$ cat src/hw/adcp_defs.svh
/*
 Constants of the converter host port: field positions, channel codes,
 reset values and conversion timing.
 Assumes it is included by its bare name from the design files.
*/
`ifndef ADCP_DEFS_SVH
`define ADCP_DEFS_SVH

// Command register fields
`define ADCP_CMD_SC_BIT      7
`define ADCP_CHAN_W          4
// Conversion register fields
`define ADCP_DONE_BIT        7
// Digital input register fields
`define ADCP_DIG_W           6
// Channel codes: 0..10 external, 11 self-test on the positive reference
`define ADCP_CHAN_LAST_EXT   4'ha
`define ADCP_CHAN_SELFTEST   4'hb
`define ADCP_CHAN_RST        4'h0
`define ADCP_RESULT_RST      8'h00
// Conversion timing
`define ADCP_CLK_MHZ         40
`define ADCP_CONV_NS_FAST    10000
`define ADCP_CONV_NS_SLOW    20000
`define ADCP_SAR_BITS        8
`define ADCP_SAR_STEPS       9

`endif

$ cat src/hw/adcp_pkg.sv
/*
 Types of the converter host port: sequencer states and the state records
 of the sequencer and of the host port.
 Assumes nothing beyond a SystemVerilog compiler.
*/
package adcp_pkg;

   typedef enum logic [1:0] {
      SAR_IDLE = 2'b00,
      SAR_ACQ  = 2'b01,
      SAR_CONV = 2'b10
   } adcp_sar_state_t;

   typedef struct packed {
      adcp_sar_state_t state;
      logic [9:0]      cnt;
      logic [2:0]      bit_idx;
      logic [7:0]      trial;
      logic [7:0]      result;
      logic            done;
   } adcp_sar_st_t;

   typedef struct packed {
      logic       clk_prev;
      logic       armed;
      logic       cs_hi_seen;
      logic       ptr_lsb;
      logic [7:0] cmd_msb;
      logic [3:0] chan;
      logic       selftest;
      logic       sc;
      logic       done;
      logic [7:0] dout;
      logic       doe_n;
   } adcp_top_st_t;

endpackage : adcp_pkg

$ cat src/hw/adcp_sar.sv
/*
 Fixed-length successive-approximation sequencer: one acquire step, then
 one bit decision per step, stepped by an enable from a divider.
 Assumes an external comparator answers comp_i for the code on trial_o
 within one step.
*/
`timescale 1ns/1ps
`default_nettype none
`include "adcp_defs.svh"

module adcp_sar #(
   parameter int STEP_CYC = 44
) (
   // Clock and reset
   input  wire logic       clk_i,
   input  wire logic       resetn_i,
   // Control
   input  wire logic       idle_i,
   input  wire logic       start_i,
   input  wire logic       comp_i,
   // Status and result
   output logic            busy_o,
   output logic            done_o,
   output logic            sample_o,
   output logic [7:0]      result_o,
   output logic [7:0]      trial_o
);

   localparam int CONV_LIM = STEP_CYC * `ADCP_SAR_STEPS + 2;
   localparam logic [9:0] STEP_LAST = 10'(STEP_CYC - 1);

   adcp_pkg::adcp_sar_st_t r;
   adcp_pkg::adcp_sar_st_t n;
   logic                   step;

   always_comb begin
      n      = r;
      step   = (r.cnt == STEP_LAST);
      n.done = 1'b0;
      n.cnt  = step ? 10'h000 : 10'(r.cnt + 10'h001);
      case (r.state)
         adcp_pkg::SAR_ACQ: begin
            if (step) begin
               n.state   = adcp_pkg::SAR_CONV;
               n.bit_idx = 3'h7;
               n.trial   = 8'h80;
            end
         end
         adcp_pkg::SAR_CONV: begin
            if (step) begin
               if (!comp_i) begin
                  n.trial[r.bit_idx] = 1'b0;
               end
               if (r.bit_idx == 3'h0) begin
                  n.result = n.trial;
                  n.done   = 1'b1;
                  n.state  = adcp_pkg::SAR_IDLE;
               end else begin
                  n.bit_idx          = 3'(r.bit_idx - 3'h1);
                  n.trial[n.bit_idx] = 1'b1;
               end
            end
         end
         default: begin
            n.cnt = 10'h000;
         end
      endcase
      if (start_i) begin
         n.state = adcp_pkg::SAR_ACQ;
         n.cnt   = 10'h000;
         n.trial = 8'h00;
         n.done  = 1'b0;
      end
      if (idle_i) begin
         // A last step landing on the idle cycle must not overwrite the kept result
         n.result = r.result;
         n.state = adcp_pkg::SAR_IDLE;
         n.cnt   = 10'h000;
         n.trial = 8'h00;
         n.done  = 1'b0;
      end
   end

   always_ff @(posedge clk_i or negedge resetn_i) begin
      if (!resetn_i) begin
         r <= '{state: adcp_pkg::SAR_IDLE, cnt: 10'h000, bit_idx: 3'h0,
                trial: 8'h00, result: `ADCP_RESULT_RST, done: 1'b0};
      end else begin
         r <= n;
      end
   end

   assign busy_o   = (r.state != adcp_pkg::SAR_IDLE);
   assign done_o   = r.done;
   // Acquire is the only state code with bit 0 set, so this stays a plain flop
   assign sample_o = r.state[0];
   assign result_o = r.result;
   assign trial_o  = r.trial;
endmodule : adcp_sar

`default_nettype wire

$ cat src/hw/adcp_top.sv
/*
 Host port of an 8-bit converter peripheral: byte-wide three-state bus,
 command, conversion and digital input registers, byte pointer, start,
 abort and done flag, and the conversion sequencer.
 Assumes the host bus pins and host clock are synchronous to clk_i and
 the pad logic resolves data from data_o and data_oe_n_o.
*/
`timescale 1ns/1ps
`default_nettype none
`include "adcp_defs.svh"

module adcp_top #(
   parameter bit FAST_VARIANT = 1'b1
) (
   // Clock and reset
   input  wire logic                   clk_i,
   input  wire logic                   resetn_i,
   // Device reset pin, active low
   input  wire logic                   reset_pin_n_i,
   // Host bus
   input  wire logic                   host_clk_i,
   input  wire logic                   cs_n_i,
   input  wire logic                   rw_i,
   input  wire logic                   register_select_in_i,
   input  wire logic [7:0]             data_i,
   output logic      [7:0]             data_o,
   output logic                        data_oe_n_o,
   // Dual-purpose digital inputs
   input  wire logic [`ADCP_DIG_W-1:0] dig_pins_i,
   // Analog front end
   input  wire logic                   comp_i,
   output logic [`ADCP_CHAN_W-1:0]     channel_select_bits_o,
   output logic                        selftest_o,
   output logic                        sample_o,
   output logic [7:0]                  trial_o
);

   localparam int CONV_NS  = FAST_VARIANT ? `ADCP_CONV_NS_FAST : `ADCP_CONV_NS_SLOW;
   localparam int CONV_CYC = CONV_NS * `ADCP_CLK_MHZ / 1000;
   // Longest time: round the step length down so all steps fit
   localparam int STEP_CYC = (CONV_CYC / `ADCP_SAR_STEPS) < 1 ? 1 :
                             (CONV_CYC / `ADCP_SAR_STEPS);

   adcp_pkg::adcp_top_st_t r;
   adcp_pkg::adcp_top_st_t n;
   logic                   rise;
   logic                   fall;
   logic                   clr_done;
   logic [7:0]             conv_msb;
   logic [7:0]             dig_msb;
   logic [7:0]             dig_lsb;
   logic                   sar_busy;
   logic                   sar_done;
   logic [7:0]             sar_result;

   always_comb begin
      n        = r;
      rise     = host_clk_i && !r.clk_prev;
      fall     = !host_clk_i && r.clk_prev;
      clr_done = 1'b0;
      // only done flag in high byte
      conv_msb = 8'h00;
      conv_msb[`ADCP_DONE_BIT] = r.done;
      dig_msb  = 8'h00;
      dig_msb[`ADCP_DIG_W-1:0] = dig_pins_i;
      dig_lsb  = 8'h00;
      dig_lsb[`ADCP_CHAN_W-1:0] = r.chan;
      n.clk_prev = host_clk_i;
      // Start request lasts one cycle so a command starts exactly one conversion
      n.sc = 1'b0;
      if (!reset_pin_n_i) begin
         n.sc         = 1'b0;
         n.doe_n      = 1'b1;
         n.armed      = 1'b0;
         n.ptr_lsb    = 1'b0;
         n.cs_hi_seen = 1'b0;
      end else if (cs_n_i) begin
         n.doe_n = 1'b1;
         n.armed = 1'b0;
         if (rise) begin
            if (r.cs_hi_seen) begin
               n.ptr_lsb = 1'b0;
            end
            n.cs_hi_seen = 1'b1;
         end
      end else begin
         n.cs_hi_seen = 1'b0;
         if (rise) begin
            n.armed = 1'b1;
            if (rw_i) begin
               case ({register_select_in_i, r.ptr_lsb})
                  2'b00:   n.dout = conv_msb;
                  2'b01:   n.dout = sar_result;
                  2'b10:   n.dout = dig_msb;
                  default: n.dout = dig_lsb;
               endcase
               n.doe_n = 1'b0;
            end
         end
         if (fall && r.armed) begin
            n.doe_n = 1'b1;
            n.ptr_lsb = 1'b1;
            if (!rw_i && register_select_in_i) begin
               if (!r.ptr_lsb) begin
                  n.cmd_msb = data_i;
               end else begin
                  n.sc       = r.cmd_msb[`ADCP_CMD_SC_BIT];
                  n.chan     = data_i[`ADCP_CHAN_W-1:0];
                  n.selftest = (data_i[`ADCP_CHAN_W-1:0] == `ADCP_CHAN_SELFTEST);
                  clr_done   = 1'b1;
               end
            end
         end
      end
      // completion sets, write clears; set wins
      if (sar_done) begin
         n.done = 1'b1;
      end else if (clr_done) begin
         n.done = 1'b0;
      end
   end

   always_ff @(posedge clk_i or negedge resetn_i) begin
      if (!resetn_i) begin
         r <= '{clk_prev: 1'b0, armed: 1'b0, cs_hi_seen: 1'b0, ptr_lsb: 1'b0,
                cmd_msb: 8'h00, chan: `ADCP_CHAN_RST, selftest: 1'b0, sc: 1'b0,
                done: 1'b0, dout: 8'h00, doe_n: 1'b1};
      end else begin
         r <= n;
      end
   end

   // sequencer stepped from system clock divider
   adcp_sar #(
      .STEP_CYC (STEP_CYC)
   ) u_sar (
      .clk_i    (clk_i),
      .resetn_i (resetn_i),
      .idle_i   (!reset_pin_n_i),
      .start_i  (r.sc),
      .comp_i   (comp_i),
      .busy_o   (sar_busy),
      .done_o   (sar_done),
      .sample_o (sample_o),
      .result_o (sar_result),
      .trial_o  (trial_o)
   );

   assign data_o                = r.dout;
   assign data_oe_n_o           = r.doe_n;
   assign channel_select_bits_o = r.chan;
   assign selftest_o            = r.selftest;
endmodule : adcp_top

`default_nettype wire
$ cat config.mk
export PLATFORM = sky130hd
export DESIGN_NAME = adcp_top
export DESIGN_NICKNAME = d
export VERILOG_FILES = /design/src/hw/adcp_pkg.sv /design/src/hw/adcp_sar.sv /design/src/hw/adcp_top.sv
export VERILOG_INCLUDE_DIRS = /design/src /design/src/hw
export SDC_FILE = /design/constraint.sdc
export NUM_CORES = 1
export LEC_CHECK = 0
export BUFFER_PORTS_ARGS = -buffer_cell sky130_fd_sc_hd__buf_2
export CAP_MARGIN = 10
export CORE_UTILIZATION = 45
export CTS_BUF_LIST = sky130_fd_sc_hd__clkbuf_8
export CTS_CLUSTER_DIAMETER = 50
export DETAILED_ROUTE_END_ITERATION = 6
export GPL_TIMING_DRIVEN = 0
export PLACE_DENSITY = 0.66
export SKIP_CTS_REPAIR_TIMING = 1
export SLEW_MARGIN = 20
export SYNTH_ARGS = -nofsm -noshare
export SYNTH_HDL_FRONTEND = slang
export SYNTH_SLANG_ARGS = --single-unit
$ cat constraint.sdc
create_clock -name clk_i -period 3.62 [get_ports clk_i]
set_input_delay 0.362 -clock clk_i [delete_from_list [all_inputs] [get_ports clk_i]]
set_output_delay 0.362 -clock clk_i [all_outputs]
set_load 0.03 [all_outputs]
=== Word-level counts from Yosys, hierarchy flattened ===
Cells that the tools add are included.

* Word-level logic and storage cells: 118
* Output and inout bits: 23
* Bits in registers: 60

* Mux-type cells: 48
* Add/sub/neg operators: 2
* Bitwise logic cells: 5
* Reductions and logical operators: 23
* Equal/unequal tests: 19
* $lt $le $gt $ge: 4

{| class="wikitable"
|+ Operator list
! kind !! number
|-
| 2-to-1 mux 8 bit || 5
|-
| 2-to-1 mux 12 bit || 2
|-
| one-hot mux 8 bit (3 select lines) || 1
|-
| 2-to-1 mux 11 bit || 2
|-
| one-hot mux 11 bit (2 select lines) || 1
|-
| 2-to-1 mux 10 bit || 2
|-
| 2-to-1 mux 20 bit || 1
|-
| 2-to-1 mux 1 bit || 19
|-
| 2-to-1 mux 9 bit || 2
|-
| 2-to-1 mux 17 bit || 1
|-
| AND reduction 4 bit || 4
|-
| 2-to-1 mux 15 bit || 1
|-
| 2-to-1 mux 14 bit || 1
|-
| != test 4 x 1 -> 1 bit, second input constant || 3
|-
| != test 4 x 3 -> 1 bit, second input constant || 3
|-
| adder 10 x 1 -> 10 bit, second input constant || 1
|-
| equality test 10 x 6 -> 1 bit, second input constant || 1
|-
| AND reduction 5 bit || 2
|-
| bitwise AND 8 bit || 1
|-
| less-than comparator 3 x 4 -> 1 bit, second input constant || 2
|-
| 2-to-1 mux 2 bit || 4
|-
| inverter 8 bit || 1
|-
| OR 8 bit || 1
|-
| demux 1 bit (select 3 bit) || 2
|-
| 21 further kinds || 38
|}

=== Longest topological paths before layout ===
Gate-level depths: netlist (run 1).

* Depth after elaboration: 15
* Gate-level depth with buffers: 9

=== By module ===
From an unflattened synthesis (run 1), not the netlist that was laid out.

* Cell total of the unflattened synthesis: 276
* Area, all modules: 2951.6 um^2

{| class="wikitable"
|+ Modules (own cells, without submodules)
! module !! area each (um^2) !! cells each !! times used
|-
| adcp_sar || 1850.5 || 190 || 1
|-
| adcp_top || 1101.1 || 86 || 1
|}

=== Least setup slack after synthesis (run 1) ===
Ideal clock, no wire load.

* Kind: register to register
* Start point: reg u_sar.r, in the netlist u_sar.sample_o
* End point: reg u_sar.r, in the netlist u_sar.trial_o[6]
* Cell stages (with the launch flop): 6
* Period minus slack after synthesis: 2109 ps
* Path buffers: 0
* Data arrival time: 1983 ps
* Setup time: 126 ps
* Slack: 1511 ps
* Cell sequence: dfrtp_1 > inv_1 > ha_1 > nor3_1 > nor3_2 > a221o_1

* Cells in the longest elaborated chain, start to end: 4
* Elaborated cells on any way between the ends: 9

{| class="wikitable"
|+ Ends and longest elaborated chain
! element !! line !! source
|-
| from (decl) || adcp_sar.sv:32 || <nowiki>adcp_pkg::adcp_sar_st_t r;</nowiki>
|-
| from (signal assigned) || adcp_sar.sv:86 || <nowiki>r <= '{state: adcp_pkg::SAR_IDLE, cnt: 10'h000, bit_idx: 3'h0,</nowiki>
|-
| from (signal assigned) || adcp_sar.sv:89 || <nowiki>r <= n;</nowiki>
|-
| equality test 2 bit or equality test 2 x 1 -> 1 bit (tied branches) || adcp_sar.sv:41 || <nowiki>case (r.state)</nowiki>
|-
| one-hot mux 11 bit (2 select lines) || adcp_sar.sv:41 ||
|-
| 2-to-1 mux 8 bit || adcp_sar.sv:68 || <nowiki>if (start_i) begin</nowiki>
|-
| 2-to-1 mux 17 bit || adcp_sar.sv:74 || <nowiki>if (idle_i) begin</nowiki>
|}

Several ways; a longest one is shown, not always the timed one.
A chain may end at the register's enable or synchronous reset.

=== Final worst setup path (run 1) ===
Ends and elaborated chain as after synthesis.

==> results of run 1 <==
per-stage QoR:
stage | util, % | std cells
after floorplan | - | 291
after global placement | 52.1 | 405
after detailed placement | 52.1 | 405
after CTS | 53.6 | 413
after global routing | 53.6 | 413
final | 53.6 | 413
layout make-up:
cell class | count | area (µm²) | share of cell area [%]
Sequential cell | 53 | 1330 | 41.3
Multi-Input combinational cell | 198 | 1260 | 39.3
Buffer | 31 | 208 | 6.47
Timing Repair Buffer | 39 | 198 | 6.16
Tap cell | 75 | 93.8 | 2.92
Clock buffer | 5 | 68.8 | 2.14
Inverter | 9 | 33.8 | 1.05
Clock inverter | 3 | 20.0 | 0.624
worst max-delay path: cells and delay by family, from the launching register on:
family	cells	cell delay (ns)
and+or+nand+nor	2	0.96
adders and majority gates	1	0.41
DFF	1	0.40
AOI/OAI and AO/OA	1	0.40
buffers and inverters	1	0.06
synthesized netlist by cell type, drive strengths merged (4+ instances only):
cell | number | area, µm²
a21oi | 5 | 25.0
a22oi | 6 | 45.0
and3 | 5 | 31.3
buf | 23 | 178
clkbuf | 8 | 30.0
dfrtp | 52 | 1300
ha | 5 | 62.6
inv | 9 | 33.8
mux2 | 9 | 101
nand2 | 30 | 113
nand2b | 9 | 56.3
nand3 | 12 | 60.1
nor2 | 22 | 82.6
nor2b | 4 | 25.0
nor3 | 8 | 45.0
nor4 | 5 | 52.6
o21ai | 27 | 143
xnor2 | 4 | 35.0
metal layers:
metal	GRT usage, %	part of all wire (%)	vias up
met5	0	0	-
met4	7.68	1.8	0
met3	4.04	4.4	10
met2	27.0	43	58
met1	28.9	50	1048
li1	-	-	1110
path summary, 6_finish.rpt:
kind	slack, ns	to	cells past startpoint	from
setup / recovery	1.28	u_sar.trial_o[6]	5	u_sar.sample_o
hold / removal	0.08	u_sar.r[20]	1	resetn_i
setup reg to reg	1.28	u_sar.trial_o[6]	5	u_sar.sample_o
hold reg to reg	0.44	conv_msb[7]	1	u_sar.done_o
max in group asynchronous	3.10	u_sar.result_o[3]	1	resetn_i
min in group clk_i	0.19	r[27]	1	host_clk_i
kinds of logic (layout without fill, tap and decap cells):
logic type      count (synthesis)  count (layout)  share of synthesized area, %
compound gates                 62              62                          14.6
xor+xnor                        7               7                          2.17
buf+inv                        40              87                          8.53
simple gates                  114             114                          21.7
fa+ha+maj                       5               5                          2.21
mux                            10              10                          3.93
flops                          53              53                          46.9
flip-flops by register name, indices dropped and copies added, names as in the netlist, 4 cells and up:
register and flops:
u_sar.r 14, data_o 8, u_sar.result_o 8, u_sar.trial_o 8
r 6, channel_select_bits_o 4
power by group through the flow:
stage / sequential (mW) / combinational, mW / clock, mW
after floorplan: 0.636 / 0.152 / 0
after global placement: 0.638 / 0.214 / 0
after detailed placement: 0.639 / 0.216 / 0
after CTS: 0.627 / 0.216 / 0.341
after global routing: 0.630 / 0.242 / 0.367
final: 0.627 / 0.218 / 0.331
==> flow_summary.toml, run 1 <==
[worst_setup_path]
path_cells = "inv_1 -> ha_1 -> nor3_1 -> nor3_2 -> a221o_1"
crit_fanout = 7
worstPathRequired_ns = 3.81
critPathCaptureType = "flop"
critPathArrivalTime_ns = 2.54
critPathMaxStageDelay_ns = 0.77
worstSetupStartpointType = "flop"
path_class = "reg2reg"
cpMaxStageDelayCell = "nor3_1"

[cells_and_area]
fillers = 573
layout_commonest_cell = "dfrtp_1"
area_delta_synth_final_pct = 13.4
final_nets = 364
drive_gt1_share_pct = 25.4
final_cell_mix = "dfrtp_1 (52), buf_2 (39), nand2_1 (30)"
stdcell_area_mm2 = 0.00321
antennaDiodeCount = 0

[timing]
hold_viol_final = 0
fin_ws_ns = 1.28
tightest_slew_ns = 0.877
period_minus_slack_ns = 2.34
fin_crit_sh_pct = 64.8
maxSlewViolCount = 0
tns_ns = 0
setup_viol = 0
holdWs_ns = 0.0795
fmax_ghz = 0.427
grt_setup_unrepaired = "no"
relSlewSlack_pct = 41.1
finClkSkew_ns = 0.0127

[outcome]
status = "finished clean"

[cts]
clk_pin_slew_ns = 0.10
clkLatencyLatePin_ns = 0.31
cts_buffers = 5
cts.sinks = 53
cts_tree = "yes"
h-tree-depth = 2
cts-root-buf = "clkbuf_8"
cts.path.max_buffers = 2

[run]
drv_cap = 0

[synth]
synth-main-ff-cell = "dfrtp_1"
synthesis.nets = 318
synthesis.instances = 291
netlist_area_mm2 = 0.00283
async_reset_ff_share_pct = 100
ys_ff_latch = 53
ys_seq_area_share_pct = 46.9
yosysWarningCount = 0
ys_types = 55
synth-edff-count = 0
syn_avg_cell_area_um2 = 9.73

[grt]
grt_pass1_vias = 2015
antenna_found_initial = 0
grt_max_degree = 54
grtUsageTotal_pct = 19.4
grt_first_pass_wirelength_um = 9580
grt_overflow_total = 0

[placed_design]
gp_congestion = 0.914
dp.final_hpwl_um = 4380
dpl_cell_area_mm2 = 0.00312
preCtsSetupSlack_ns = 1.35
io_buffers = 39

[die]
initial_core_util_pct = 47.2
core_mm2 = 0.00599
fp.dieH_um = 81.3
rows = 28
dieWidth_um = 81.3
io_pins = 45
die-area_mm2 = 0.00661

[power_and_ir_drop]
peakVddDrop_uv = 233
p_total_mw = 1.18
pwr-share-clk_pct = 28.1
p_comb_share_pct = 18.5
p_leak_nw = 1.52
powerDensity_mw_per_mm2 = 366
internal_power_uw = 823
switchingPower_uw = 353
swShare_pct = 30.0
pwr-share-seq_pct = 53.3

[drt]
via_per_inst = 5.39
wl_per_cell_um = 14.4
drtIter0Drc = 153
wl_um = 5970
drc_errors = 0
ant_nets = 0
vias = 2226
drtPass1Iterations = 4

[worst_hold_path]
hp-class = "in2async"
(Power assumes the default switching activity.)
==> run 2: changes to the inputs <==
--- a/config.mk
+++ b/config.mk
@@ -13,7 +13,7 @@
 export CTS_CLUSTER_DIAMETER = 50
 export DETAILED_ROUTE_END_ITERATION = 6
 export GPL_TIMING_DRIVEN = 0
-export PLACE_DENSITY = 0.66
+export PLACE_DENSITY = 0.68
 export SKIP_CTS_REPAIR_TIMING = 1
 export SLEW_MARGIN = 20
 export SYNTH_ARGS = -nofsm -noshare
==> constraint.sdc (replaced) <==
create_clock -name clk_i -period 1.9 [get_ports clk_i]
set_input_delay 0.19 -clock clk_i [delete_from_list [all_inputs] [get_ports clk_i]]
set_output_delay 0.19 -clock clk_i [all_outputs]
set_load 0.03 [all_outputs]
==> flow_summary.toml, run 2 (synthesis gave the netlist of run 1 again) <==
[worst_setup_path]
critPathMaxStageDelay_ns = 0.61
worstSetupStartpointType = "flop"
critPathCaptureType = "flop"
critPathArrivalTime_ns = 2.15
critPathBufInv = 1
cpMaxStageDelayCell = "or4b_4"
path_class = "reg2reg"
path_delay_family = "simple AND/OR/NAND/NOR gates"
worstPathRequired_ns = 2.09
crit_fanout = 7
path_cells = "or4b_4 -> nor4_4 -> buf_4 -> nor3_2 -> a221o_1"

[drt]
drtIter0Drc = 125
routed.top_layer = "met4"
wl_met3_um = 213
wl_um = 6170
via_per_inst = 5.38
route.met2.wl_um = 2910
wl_per_cell_um = 14.5
vias = 2291
drtPass1Iterations = 4
drc_errors = 0
wl_met1_um = 2990
ant_nets = 0

[power_and_ir_drop]
peakVddDrop_uv = 505
internal_power_mw = 1.63
swShare_pct = 30.4
powerDensity_mw_per_mm2 = 676
pwr-share-clk_pct = 27.0
switchingPower_uw = 713
p_comb_share_pct = 21.2
pwr-share-seq_pct = 51.8
p_leak_nw = 1.63

[die]
fp.dieH_um = 81.3
dieWidth_um = 81.3
die-area_mm2 = 0.00661
rows = 28
io_pins = 45
core_mm2 = 0.00599
initial_core_util_pct = 47.2

[timing]
hold_viol_final = 0
finClkSkew_ns = 0.00830
fin_crit_sh_pct = 103
grt_setup_unrepaired = "yes"
maxSlewViolCount = 0
holdWs_ns = 0.105
setup_viol = 8
tns_ns = -0.138
fmax_ghz = 0.510
relSlewSlack_pct = 55.2
tightest_slew_ns = 0.672
fin_ws_ns = -0.0594
period_minus_slack_ns = 1.96

[placed_design]
dpl_cell_area_mm2 = 0.00316
dp.final_hpwl_um = 4320
dp.cells = 405
io_buffers = 39
gp_congestion = 0.860

[cts]
clkLatencyLatePin_ns = 0.31
cts_buffers = 5
cts.sinks = 53
h-tree-depth = 2
cts_tree = "yes"
cts-root-buf = "clkbuf_8"
cts.path.max_buffers = 2
clk_pin_slew_ns = 0.10

[grt]
antenna_found_initial = 0
grt_overflow_total = 0
grt_max_degree = 54
grtUsageTotal_pct = 18.9
grt_first_pass_wirelength_um = 9490
grt_pass1_vias = 2045

[cells_and_area]
final_nets = 377
drive_gt1_share_pct = 36.8
largest_register = "u_sar.r"
final_cells = 426
antennaDiodeCount = 0
area_delta_synth_final_pct = 22.5
largest_reg_flops = 14
layout_commonest_cell = "dfrtp_1"
stdcell_area_mm2 = 0.00347
final_cell_mix = "dfrtp_1 (48), buf_2 (38), buf_4 (36)"

[outcome]
violations = "setup timing"
status = "finished with violations"

[run]
drv_cap = 0

[worst_hold_path]
hp-class = "in2reg"
run 2: changes by cell type in the layout (fill, tap and decap cells not counted), sizes merged:
cell and delta:
clkinv -1, clkbuf -2, clkinvlp +1, dlygate4sd3 +2, buf +13
run 2: power by group through the flow:
stage | sequential, mW | combinational, mW | clock [mW]
after floorplan | 1.21 | 0.299 | 0
after global placement | 1.22 | 0.425 | 0
after detailed placement | 1.22 | 0.431 | 0
after CTS | 1.19 | 0.431 | 0.653
after global routing | 1.22 | 0.548 | 0.689
final | 1.21 | 0.497 | 0.631
run 2: final timing paths:
| path | slack (ns) | startpoint | cells past startpoint | endpoint |
|---|---|---|---|---|
| hold reg to reg | 0.44 | u_sar.done_o | 1 | conv_msb[7] |
| max in group asynchronous | 0.97 | resetn_i | 2 | r[24] |
| min in group asynchronous | 0.46 | resetn_i | 2 | u_sar.r[27] |
| setup reg to reg | -0.06 | u_sar.r[28] | 5 | u_sar.trial_o[6] |
| setup / recovery | -0.06 | u_sar.r[28] | 5 | u_sar.trial_o[6] |
| hold / removal | 0.11 | cs_n_i | 2 | r[24] |
run 2: layout make-up:
type                    count  area (µm²)
fillers                   527        2520
multi-input cells         198        1380
flip-flops and latches     53        1330
repair buffers             57         355
plain buffers              26         184
well taps                  75        93.8
clock buffers               5        68.8
inverters                   9        33.8
clock inverters             3        18.8
run 2: routing by layer:
| layer | track usage (%) | up-vias |
|---|---|---|
| met3 | 3.60 | 6 |
| met5 | 0 | - |
| met4 | 5.54 | 0 |
| li1 | - | 1142 |
| met1 | 25.4 | 1094 |
| met2 | 30.8 | 49 |
run 2: stage by stage:
stage	total power, mW	util [%]	worst slack (ns)
2_1_floorplan	1.51	-	-0.0371
4_1_cts	2.28	54.1	-0.206
3_5_place_dp	1.65	52.7	-0.192
3_3_place_gp	1.64	52.6	-0.178
5_1_grt	2.46	57.9	-0.139
6_report	2.34	57.9	-0.0594
